--- config.mk ---
export PLATFORM = sky130hd
export DESIGN_NAME = mac_status_ctrl
export DESIGN_NICKNAME = d
export VERILOG_FILES = /design/src/mac_status_pkg.sv /design/src/mac_status_ctrl.sv
export SDC_FILE = /design/constraint.sdc
export NUM_CORES = 1
export LEC_CHECK = 0
export ABC_AREA = 1
export CAP_MARGIN = 20
export CORE_MARGIN = 3
export CORE_UTILIZATION = 40
export CTS_BUF_LIST = sky130_fd_sc_hd__clkbuf_2 sky130_fd_sc_hd__clkbuf_4 sky130_fd_sc_hd__clkbuf_8
export DETAILED_ROUTE_END_ITERATION = 6
export DONT_BUFFER_PORTS = 1
export PLACE_DENSITY_LB_ADDON = 0.25
export SKIP_CTS_REPAIR_TIMING = 1
export SYNTH_ARGS = -nofsm -noshare
export SYNTH_HDL_FRONTEND = slang
export SYNTH_SLANG_ARGS = --single-unit
--- constraint.sdc ---
create_clock -name clk -period 1.65 [get_ports clk]
set_input_delay 0.0825 -clock clk [delete_from_list [all_inputs] [get_ports clk]]
set_output_delay 0.0825 -clock clk [all_outputs]
set_load 0.01 [all_outputs]
--- src/mac_status_pkg.sv ---
package mac_status_pkg;

  // ----------------------------------------
  // Register indices (byte address = 4 * index)
  // ----------------------------------------
  localparam logic [3:0] IDX_TRANSMIT_STATUS = 4'h2;
  localparam logic [3:0] IDX_RECEIVE_CONTROL = 4'h4;
  localparam logic [3:0] IDX_EVENT_STATUS = 4'h6;
  localparam logic [3:0] IDX_EVENT_MASK = 4'h7;
  localparam logic [3:0] IDX_LINK_STATE = 4'h8;

  // ----------------------------------------
  // Transmit status fields
  // ----------------------------------------
  localparam int TXS_UNDERRUN_BIT = 14;
  localparam int TXS_LATE_COL_BIT = 13;
  localparam int TXS_MAX_COL_BIT = 12;
  localparam int TXS_FID_LSB = 0;
  localparam int FID_W = 6;

  // ----------------------------------------
  // Receive control fields
  // ----------------------------------------
  localparam int RXC_PAUSE_BIT = 10;
  localparam int RXC_ERR_FRAME_BIT = 9;
  localparam int RXC_BCAST_BIT = 7;
  localparam int RXC_MCAST_BIT = 6;
  localparam int RXC_UCAST_BIT = 5;
  localparam int RXC_ALL_BIT = 4;
  localparam int RXC_STRIP_BIT = 3;
  localparam int RXC_HASH_BIT = 2;
  localparam int RXC_RUN_BIT = 0;
  localparam logic [15:0] RXC_WRITABLE = 16'h06FD;
  localparam logic [15:0] RXC_RESET = 16'h0000;
  localparam logic [15:0] TXS_RESET = 16'h0000;

  // ----------------------------------------
  // Event status / mask fields
  // ----------------------------------------
  localparam int EV_TX_DONE_BIT = 0;
  localparam int EV_TX_UNDERRUN_BIT = 1;
  localparam int EV_RX_KEPT_BIT = 2;
  localparam int EV_RX_DROPPED_BIT = 3;
  localparam int EV_W = 4;
  localparam logic [EV_W-1:0] EV_RESET = 4'h0;

  // Link state read bits
  localparam int LS_RUN_BIT = 0;
  localparam int LS_HALT_BIT = 1;
  localparam int LS_PAUSE_BIT = 2;

  // ----------------------------------------
  // Timing
  // ----------------------------------------
  localparam int CLK_PERIOD_PS = 5000;
  localparam int PAUSE_QUANTUM_PS = 5120000; // 512 bit times at 100 Mb/s
  localparam int PAUSE_QUANTUM_CYC =
    (PAUSE_QUANTUM_PS / CLK_PERIOD_PS < 1) ? 1 : PAUSE_QUANTUM_PS / CLK_PERIOD_PS;

  localparam logic [47:0] BCAST_ADDR = 48'hFFFF_FFFF_FFFF;

  // ----------------------------------------
  // Carriers
  // ----------------------------------------
  typedef struct packed {
    logic done;
    logic underrun;
    logic late_collision;
    logic max_collision;
    logic [FID_W-1:0] frame_id;
  } tx_report_t;

  typedef struct packed {
    logic start;
    logic done;
    logic crc_error;
    logic hash_hit;
    logic [47:0] dest_addr;
  } rx_frame_t;

  typedef struct packed {
    logic keep;
    logic drop;
    logic strip_crc;
  } rx_verdict_t;

  typedef enum logic [1:0] {
    RX_STOPPED = 2'b00,
    RX_IDLE = 2'b01,
    RX_BUSY = 2'b10
  } rx_state_t;

endpackage
--- src/mac_status_ctrl.sv ---
// Functional notes
// - Underrun sets transmit status bit 14.
// - Underrun is fatal; transmit stays halted until reset or restart.
// - Late collision sets transmit status bit 13.
// - Reaching maximum collisions sets transmit status bit 12.
// - Bits 5..0 hold frame id; all flags describe that frame.
// - Transmit status shows only the latest frame, replacing older status.
// - Bit 10 in full duplex: received pause holds transmit until timer expires.
// - Bit 9 keeps CRC-error frames; cleared, they are discarded.
// - Bit 7 accepts all broadcast frames.
// - Bit 6 accepts all multicast frames, broadcast included.
// - Bit 5 accepts unicast frames matching the 48-bit station address.
// - Bit 4 accepts every frame regardless of destination.
// - Bit 3 strips CRC; cleared, CRC is stored after the packet.
// - Bit 2 accepts multicast frames passing the hash filter.
// - Bit 0 runs receiver; clearing stops after the current frame.
//
// Design decision made here: the Avalon-MM interface to the registers.
module mac_status_ctrl
  import mac_status_pkg::*;
#(
  parameter int PAUSE_QUANTUM = PAUSE_QUANTUM_CYC
) (
  // Clock and reset
  input wire logic clk,
  input wire logic srst,
  // Avalon-MM slave
  input wire logic [5:0] avs_address,
  input wire logic avs_read,
  input wire logic avs_write,
  input wire logic [31:0] avs_writedata,
  input wire logic [3:0] avs_byteenable,
  output logic [31:0] avs_readdata,
  output logic avs_waitrequest,
  // Transmit side
  input wire tx_report_t tx_report,
  input wire logic tx_restart,
  output logic tx_halt,
  output logic tx_hold,
  // Pause frames and duplex
  input wire logic full_duplex,
  input wire logic pause_rx,
  input wire logic [15:0] pause_quanta,
  // Receive side
  input wire rx_frame_t rx_frame,
  input wire logic [47:0] station_addr,
  output rx_verdict_t rx_verdict,
  output logic rx_running,
  // Interrupt
  output logic irq
);

  // ----------------------------------------
  // Storage
  // ----------------------------------------
  logic [15:0] txs_r;
  logic [15:0] rxc_r;
  logic [EV_W-1:0] ev_status_r;
  logic [EV_W-1:0] ev_mask_r;
  logic halt_r;
  logic [15:0] pause_left_r;
  logic [15:0] quantum_cnt_r;
  rx_state_t rx_state_r;
  rx_state_t rx_state_nxt;
  rx_verdict_t verdict_r;
  logic ack_r;
  logic [31:0] rdata_r;
  logic irq_r;

  // ----------------------------------------
  // Bus decode
  // ----------------------------------------
  logic [3:0] idx;
  logic req;
  logic wr_take;
  logic lo_lane;
  logic hi_lane;
  logic [15:0] wmask;

  assign idx = avs_address[5:2];
  assign req = avs_read | avs_write;
  assign wr_take = avs_write & ack_r;
  assign lo_lane = avs_byteenable[0];
  assign hi_lane = avs_byteenable[1];
  assign wmask = {{8{hi_lane}}, {8{lo_lane}}};

  // One wait state, then accept at the edge where waitrequest is low
  always_ff @(posedge clk) begin
    if (srst) begin
      ack_r <= 1'b0;
    end else begin
      ack_r <= req & ~ack_r;
    end
  end

  // Read data staged alongside the acknowledge
  always_ff @(posedge clk) begin
    if (srst) begin
      rdata_r <= 32'h0000_0000;
    end else if (avs_read & ~ack_r) begin
      case (idx)
        IDX_TRANSMIT_STATUS: rdata_r <= {16'h0000, txs_r};
        IDX_RECEIVE_CONTROL: rdata_r <= {16'h0000, rxc_r};
        IDX_EVENT_STATUS: rdata_r <= {28'h0000000, ev_status_r};
        IDX_EVENT_MASK: rdata_r <= {28'h0000000, ev_mask_r};
        IDX_LINK_STATE: begin
          rdata_r <= {29'h00000000, (pause_left_r != 16'h0000), halt_r,
                      (rx_state_r != RX_STOPPED)};
        end
        default: rdata_r <= 32'h0000_0000;
      endcase
    end
  end

  // ----------------------------------------
  // Transmit status
  // ----------------------------------------
  // Whole register replaced at frame end
  // atomic status update
  always_ff @(posedge clk) begin
    if (srst) begin
      txs_r <= TXS_RESET;
    end else if (tx_report.done) begin
      txs_r <= 16'h0000;
      txs_r[TXS_UNDERRUN_BIT] <= tx_report.underrun;
      txs_r[TXS_LATE_COL_BIT] <= tx_report.late_collision;
      txs_r[TXS_MAX_COL_BIT] <= tx_report.max_collision;
      txs_r[TXS_FID_LSB +: FID_W] <= tx_report.frame_id;
    end
  end

  // Fatal underrun latch; restart or reset recovers
  // underrun halts transmit
  // underrun stems from a slow host
  always_ff @(posedge clk) begin
    if (srst) begin
      halt_r <= 1'b0;
    end else if (tx_report.done & tx_report.underrun) begin
      halt_r <= 1'b1;
    end else if (tx_restart) begin
      halt_r <= 1'b0;
    end
  end

  // ----------------------------------------
  // Pause timer
  // ----------------------------------------
  logic quantum_tick;
  logic pause_honoured;

  assign quantum_tick = (quantum_cnt_r == 16'(PAUSE_QUANTUM - 1));
  assign pause_honoured = rxc_r[RXC_PAUSE_BIT] & full_duplex;

  // Quantum divider, restarted by each pause frame honoured (bit 10 set, full duplex)
  always_ff @(posedge clk) begin
    if (srst) begin
      quantum_cnt_r <= 16'h0000;
    end else if ((pause_rx & pause_honoured) | quantum_tick) begin
      quantum_cnt_r <= 16'h0000;
    end else if (pause_left_r != 16'h0000) begin
      quantum_cnt_r <= quantum_cnt_r + 16'h0001;
    end
  end

  always_ff @(posedge clk) begin
    if (srst) begin
      pause_left_r <= 16'h0000;
    end else if (pause_rx & pause_honoured) begin
      pause_left_r <= pause_quanta;
    end else if (!pause_honoured) begin
      pause_left_r <= 16'h0000;
    end else if (quantum_tick & (pause_left_r != 16'h0000)) begin
      pause_left_r <= pause_left_r - 16'h0001;
    end
  end

  // ----------------------------------------
  // Receive control register
  // ----------------------------------------
  always_ff @(posedge clk) begin
    if (srst) begin
      rxc_r <= RXC_RESET;
    end else if (wr_take & (idx == IDX_RECEIVE_CONTROL)) begin
      rxc_r <= (rxc_r & ~(wmask & RXC_WRITABLE)) |
               (avs_writedata[15:0] & wmask & RXC_WRITABLE);
    end
  end

  // ----------------------------------------
  // Receiver run state
  // ----------------------------------------
  // stop waits for frame end
  always_comb begin
    rx_state_nxt = rx_state_r;
    case (rx_state_r)
      RX_STOPPED: begin
        if (rxc_r[RXC_RUN_BIT]) begin
          rx_state_nxt = RX_IDLE;
        end
      end
      RX_IDLE: begin
        if (!rxc_r[RXC_RUN_BIT]) begin
          rx_state_nxt = RX_STOPPED;
        end else if (rx_frame.start) begin
          rx_state_nxt = RX_BUSY;
        end
      end
      RX_BUSY: begin
        if (rx_frame.done) begin
          rx_state_nxt = rxc_r[RXC_RUN_BIT] ? RX_IDLE : RX_STOPPED;
        end
      end
      default: rx_state_nxt = RX_STOPPED;
    endcase
  end

  always_ff @(posedge clk) begin
    if (srst) begin
      rx_state_r <= RX_STOPPED;
    end else begin
      rx_state_r <= rx_state_nxt;
    end
  end

  // ----------------------------------------
  // Address filter
  // ----------------------------------------
  logic is_bcast;
  logic is_mcast;
  logic is_ucast_hit;
  logic addr_ok;
  logic crc_ok;

  assign is_bcast = (rx_frame.dest_addr == BCAST_ADDR);
  assign is_mcast = rx_frame.dest_addr[40];
  assign is_ucast_hit = ~is_mcast & (rx_frame.dest_addr == station_addr);

  always_comb begin
    addr_ok = 1'b0;
    if (rxc_r[RXC_ALL_BIT]) begin
      addr_ok = 1'b1;
    end
    if (rxc_r[RXC_BCAST_BIT] & is_bcast) begin
      addr_ok = 1'b1;
    end
    if (rxc_r[RXC_MCAST_BIT] & is_mcast) begin
      addr_ok = 1'b1;
    end
    if (rxc_r[RXC_UCAST_BIT] & is_ucast_hit) begin
      addr_ok = 1'b1;
    end
    if (rxc_r[RXC_HASH_BIT] & is_mcast & rx_frame.hash_hit) begin
      addr_ok = 1'b1;
    end
  end

  assign crc_ok = ~rx_frame.crc_error | rxc_r[RXC_ERR_FRAME_BIT];

  // Verdict pulse at end of each frame taken while running
  always_ff @(posedge clk) begin
    if (srst) begin
      verdict_r <= '0;
    end else begin
      verdict_r.keep <= (rx_state_r == RX_BUSY) & rx_frame.done & addr_ok & crc_ok;
      verdict_r.drop <= (rx_state_r == RX_BUSY) & rx_frame.done & ~(addr_ok & crc_ok);
      verdict_r.strip_crc <= rxc_r[RXC_STRIP_BIT];
    end
  end

  // ----------------------------------------
  // Events and interrupt
  // ----------------------------------------
  logic [EV_W-1:0] ev_set;
  logic [EV_W-1:0] ev_clr;

  always_comb begin
    ev_set = '0;
    ev_set[EV_TX_DONE_BIT] = tx_report.done;
    ev_set[EV_TX_UNDERRUN_BIT] = tx_report.done & tx_report.underrun;
    ev_set[EV_RX_KEPT_BIT] = verdict_r.keep;
    ev_set[EV_RX_DROPPED_BIT] = verdict_r.drop;
  end

  assign ev_clr = (wr_take & (idx == IDX_EVENT_STATUS) & lo_lane) ?
                  avs_writedata[EV_W-1:0] : '0;

  // Sticky bits, set wins over write-one clear
  always_ff @(posedge clk) begin
    if (srst) begin
      ev_status_r <= EV_RESET;
    end else begin
      ev_status_r <= (ev_status_r & ~ev_clr) | ev_set;
    end
  end

  always_ff @(posedge clk) begin
    if (srst) begin
      ev_mask_r <= EV_RESET;
    end else if (wr_take & (idx == IDX_EVENT_MASK) & lo_lane) begin
      ev_mask_r <= avs_writedata[EV_W-1:0];
    end
  end

  always_ff @(posedge clk) begin
    if (srst) begin
      irq_r <= 1'b0;
    end else begin
      irq_r <= |(((ev_status_r & ~ev_clr) | ev_set) & ev_mask_r);
    end
  end

  // ----------------------------------------
  // Outputs
  // ----------------------------------------
  logic run_out_r;
  logic hold_out_r;

  always_ff @(posedge clk) begin
    if (srst) begin
      run_out_r <= 1'b0;
      hold_out_r <= 1'b0;
    end else begin
      run_out_r <= (rx_state_nxt != RX_STOPPED);
      hold_out_r <= ((pause_rx & pause_honoured) & (pause_quanta != 16'h0000)) |
                    (pause_honoured & ~(quantum_tick & (pause_left_r == 16'h0001)) &
                     (pause_left_r != 16'h0000) & ~(pause_rx & pause_honoured));
    end
  end

  assign avs_readdata = rdata_r;
  assign avs_waitrequest = ~ack_r;
  assign tx_halt = halt_r;
  assign tx_hold = hold_out_r;
  assign rx_verdict = verdict_r;
  assign rx_running = run_out_r;
  assign irq = irq_r;

endmodule

==> flow_metrics.py <==
metrics = {
    "logic_synthesis": {
        "ys_seq_elements": 81,
        "synth_cells": 873,
        "synth_area_leaders": "dfxtp_1, nand2_1, nor2_1",
        "async_flop_share": 0,
        "synth.most_common_cell": "nand2_1",
        "ys_seq_area_frac": 0.312,
        "synthFlopType": "dfxtp_1",
        "synth_cell_type_count": 36,
        "synth_edf_count": 0,
        "synth_common_cells": "nand2_1, nor2_1, inv_1",
        "yosysTopAreaCellShare": 0.312,
        "syn_area_sq_um": 5200,
        "yosysTopAreaCell": "dfxtp_1",
        "yosysWarnings": 0,
        "postSynthAreaPerCell_sq_um": 5.95,
    },
    "cells_and_area": {
        "n_antenna_cell": 0,
        "synthToLayoutAreaGrowth_pct": 22.0,
        "instances_no_fill": 1128,
        "fin_area_sq_um": 6340,
        "fillCellCount": 1332,
        "drive_above_1_share": 0.112,
        "num-nets-final": 1129,
    },
    "die": {
        "die_w_um": 120,
        "io_pins": 215,
        "fp.dieH_um": 120,
        "die_area_sq_um": 14400,
        "core_area_sq_um": 12700,
        "rows": 41,
        "start_util": 0.410,
    },
    "global_routing": {
        "grt_max_degree": 24,
        "grt_usage": 0.192,
        "grt_pass1_vias": 4850,
        "grt_pass1_wl_mm": 22.6,
        "grt_overflow": 0,
        "antenna_found_initial": 0,
    },
    "place": {
        "gp_congestion": 0.850,
        "dpl.cell_count": 1078,
        "io_buffers": 0,
        "place_area_sq_um": 5660,
        "place_ws_ns": -0.0790,
        "dpl.hpwl_mm": 11.4,
    },
    "timing": {
        "setup_tns_ns": -0.00943,
        "slew_headroom": 0.353,
        "finalCritPeriodShare": 1.01,
        "fin_crit_ns": 1.66,
        "finalHoldViolCount": 6,
        "tightest_slew_ns": 0.967,
        "slew_violations": 0,
        "fin_ws_ns": -0.00901,
        "rsz0062_at_grt": "true",
        "fmax_ghz": 0.603,
        "setup_viol": 2,
        "whs_ns": -0.0453,
        "finClkSkew_ns": 0.00695,
    },
    "power_and_ir_drop": {
        "pwr-share-comb": 0.108,
        "p_sw_mw": 1.10,
        "switching_share": 0.265,
        "p_per_area_nw_per_um2": 658,
        "p_seq_frac": 0.481,
        "pwr-share-clk": 0.410,
        "p_int_mw": 3.07,
        "p_total_mw": 4.17,
        "leakage_nw": 3.10,
        "vdd_drop_max_mv": 0.453,
    },
    "worst_setup_path": {
        "path_cells": "ha_4 > nand2_4 > nor3_4 > nand3_2 > nor2_4 > nand2_2 > nand2_4 > buf_12 > nand2_2 > nor2_2 > nor2_1",
        "crit_start": "quantum_cnt_r[1]",
        "worstSetupPathType": "reg2reg",
        "r2r_end": "pause_left_r[9]",
        "end_kind": "flop",
        "slowest_delay_ns": 0.36,
        "path_max_fanout": 7,
        "r2r_slack_ns": -0.009,
        "cp-start-kind": "flop",
        "crit_required_ns": 1.91,
        "crit_arrival_ns": 1.92,
        "r2r_cells": 11,
        "rr_startpoint": "quantum_cnt_r[1]",
        "crit_slowest_cell": "dfxtp_2",
    },
    "cts": {
        "clkSinkCount": 81,
        "clk_pin_slew_ns": 0.09,
        "cts_tree": "built",
        "cts_buffers": 9,
        "insertion_delay_ns": 0.37,
        "cts_buffer_depth": 2,
        "cts.htree.levels": 3,
        "clockRootBuffer": "clkbuf_8",
    },
    "routing": {
        "post_drt_wl_per_cell_um": 12.9,
        "via_count": 5329,
        "drt_pass1_iterations": 5,
        "vias_per_cell": 4.72,
        "drc": 0,
        "drtIter0Drc": 238,
        "routed_wirelength_mm": 14.5,
        "ant_nets": 0,
    },
    "min_path": {
        "hold_depth": 4,
        "min_path_type": "in2reg",
        "min-delay-start": "rx_frame[50]",
        "worstHoldEndpoint": "rx_state_r[0]",
    },
    "outcome": {
        "violations": "hold timing, setup timing",
        "status": "finished with violations",
    },
    "job": {
        "drv_cap": 0,
    },
}
-- worst max-delay path: cells and delay by family, from the launching register on --
family	cells	cell delay [ns]
buffers and inverters	1	0.13
DFF	1	0.36
and+or+nand+nor	9	0.91
adders and majority gates	1	0.15
-- stage by stage --
| stage | util | hold slack [ns] |
|---|---|---|
| after floorplan | - | 0.159 |
| after global routing | 0.500 | -0.000283 |
| after global placement | 0.447 | 0.156 |
| final | 0.500 | -0.0453 |
| after CTS | 0.465 | -0.248 |
| after detailed placement | 0.447 | 0.158 |
-- cell type report --
cell class	count	area (sq um)	area share
Clock buffer	9	124	0.0195
Clock inverter	7	106	0.0168
Inverter	136	513	0.0809
Multi-Input combinational cell	638	3010	0.475
Sequential cell	81	1630	0.257
Tap cell	172	215	0.0340
Timing Repair Buffer	85	746	0.118
-- cells by family (layout without fill, tap and decap cells) --
| group | count (synthesis) | in the layout | share of synthesized area |
|---|---|---|---|
| fa+ha+maj | 3 | 3 | 0.00722 |
| compound gates | 130 | 130 | 0.130 |
| other cells | 1 | 19 | 0.000722 |
| buf+inv | 172 | 237 | 0.143 |
| xor+xnor | 20 | 20 | 0.0337 |
| flops | 81 | 81 | 0.312 |
| simple gates | 466 | 466 | 0.373 |
-- cells in the final DEF, fill, tap and decap left out, types with 5 or more instances in the layout --
cell type / Yosys / final
nor4_1: 5 / 5
nor3_1: 16 / 16
nand2_2: 1 / 5
dlygate4sd3_1: 0 / 33
dfxtp_1: 81 / 77
o22ai_1: 8 / 8
nor2_1: 139 / 130
o21ai_1: 16 / 15
xnor2_1: 11 / 11
inv_1: 134 / 131
nand4_1: 11 / 11
clkbuf_8: 0 / 9
nor2_2: 0 / 7
buf_4: 21 / 50
conb_1: 1 / 19
a21oi_1: 53 / 53
nand2_4: 3 / 6
nand3_1: 30 / 29
xor2_1: 9 / 9
nand2_1: 248 / 241
o21ai_0: 47 / 47
-- worst max path at each step --
stage	endpoint	slack, ns	cells past startpoint
4_1_cts	quantum_cnt_r[10]	-0.11	9
6_report	pause_left_r[9]	-0.009	11
5_1_grt	pause_left_r[9]	-0.11	11
3_3_place_gp	quantum_cnt_r[1]	-0.04	9
2_1_floorplan	quantum_cnt_r[5]	0.01	9
3_5_place_dp	quantum_cnt_r[10]	-0.08	9
-- power by group through the flow --
stage	sequential [mW]	clock, mW	combinational (mW)
after detailed placement	2.05	0	0.374
after global placement	2.05	0	0.370
after floorplan	2.05	0	0.335
after CTS	2.01	1.76	0.376
after global routing	2.01	1.84	0.516
final	2.01	1.71	0.452
-- metal layers --
metal	part of all wire	global-route usage	wire [um]	up-vias
li1	-	-	-	2842
met1	0.45	0.247	6590	2309
met2	0.46	0.319	6720	167
met3	0.074	0.0485	1070	11
met4	0.0091	0.0530	132	0
met5	0	0	0	-
(Power assumes the default switching activity.)
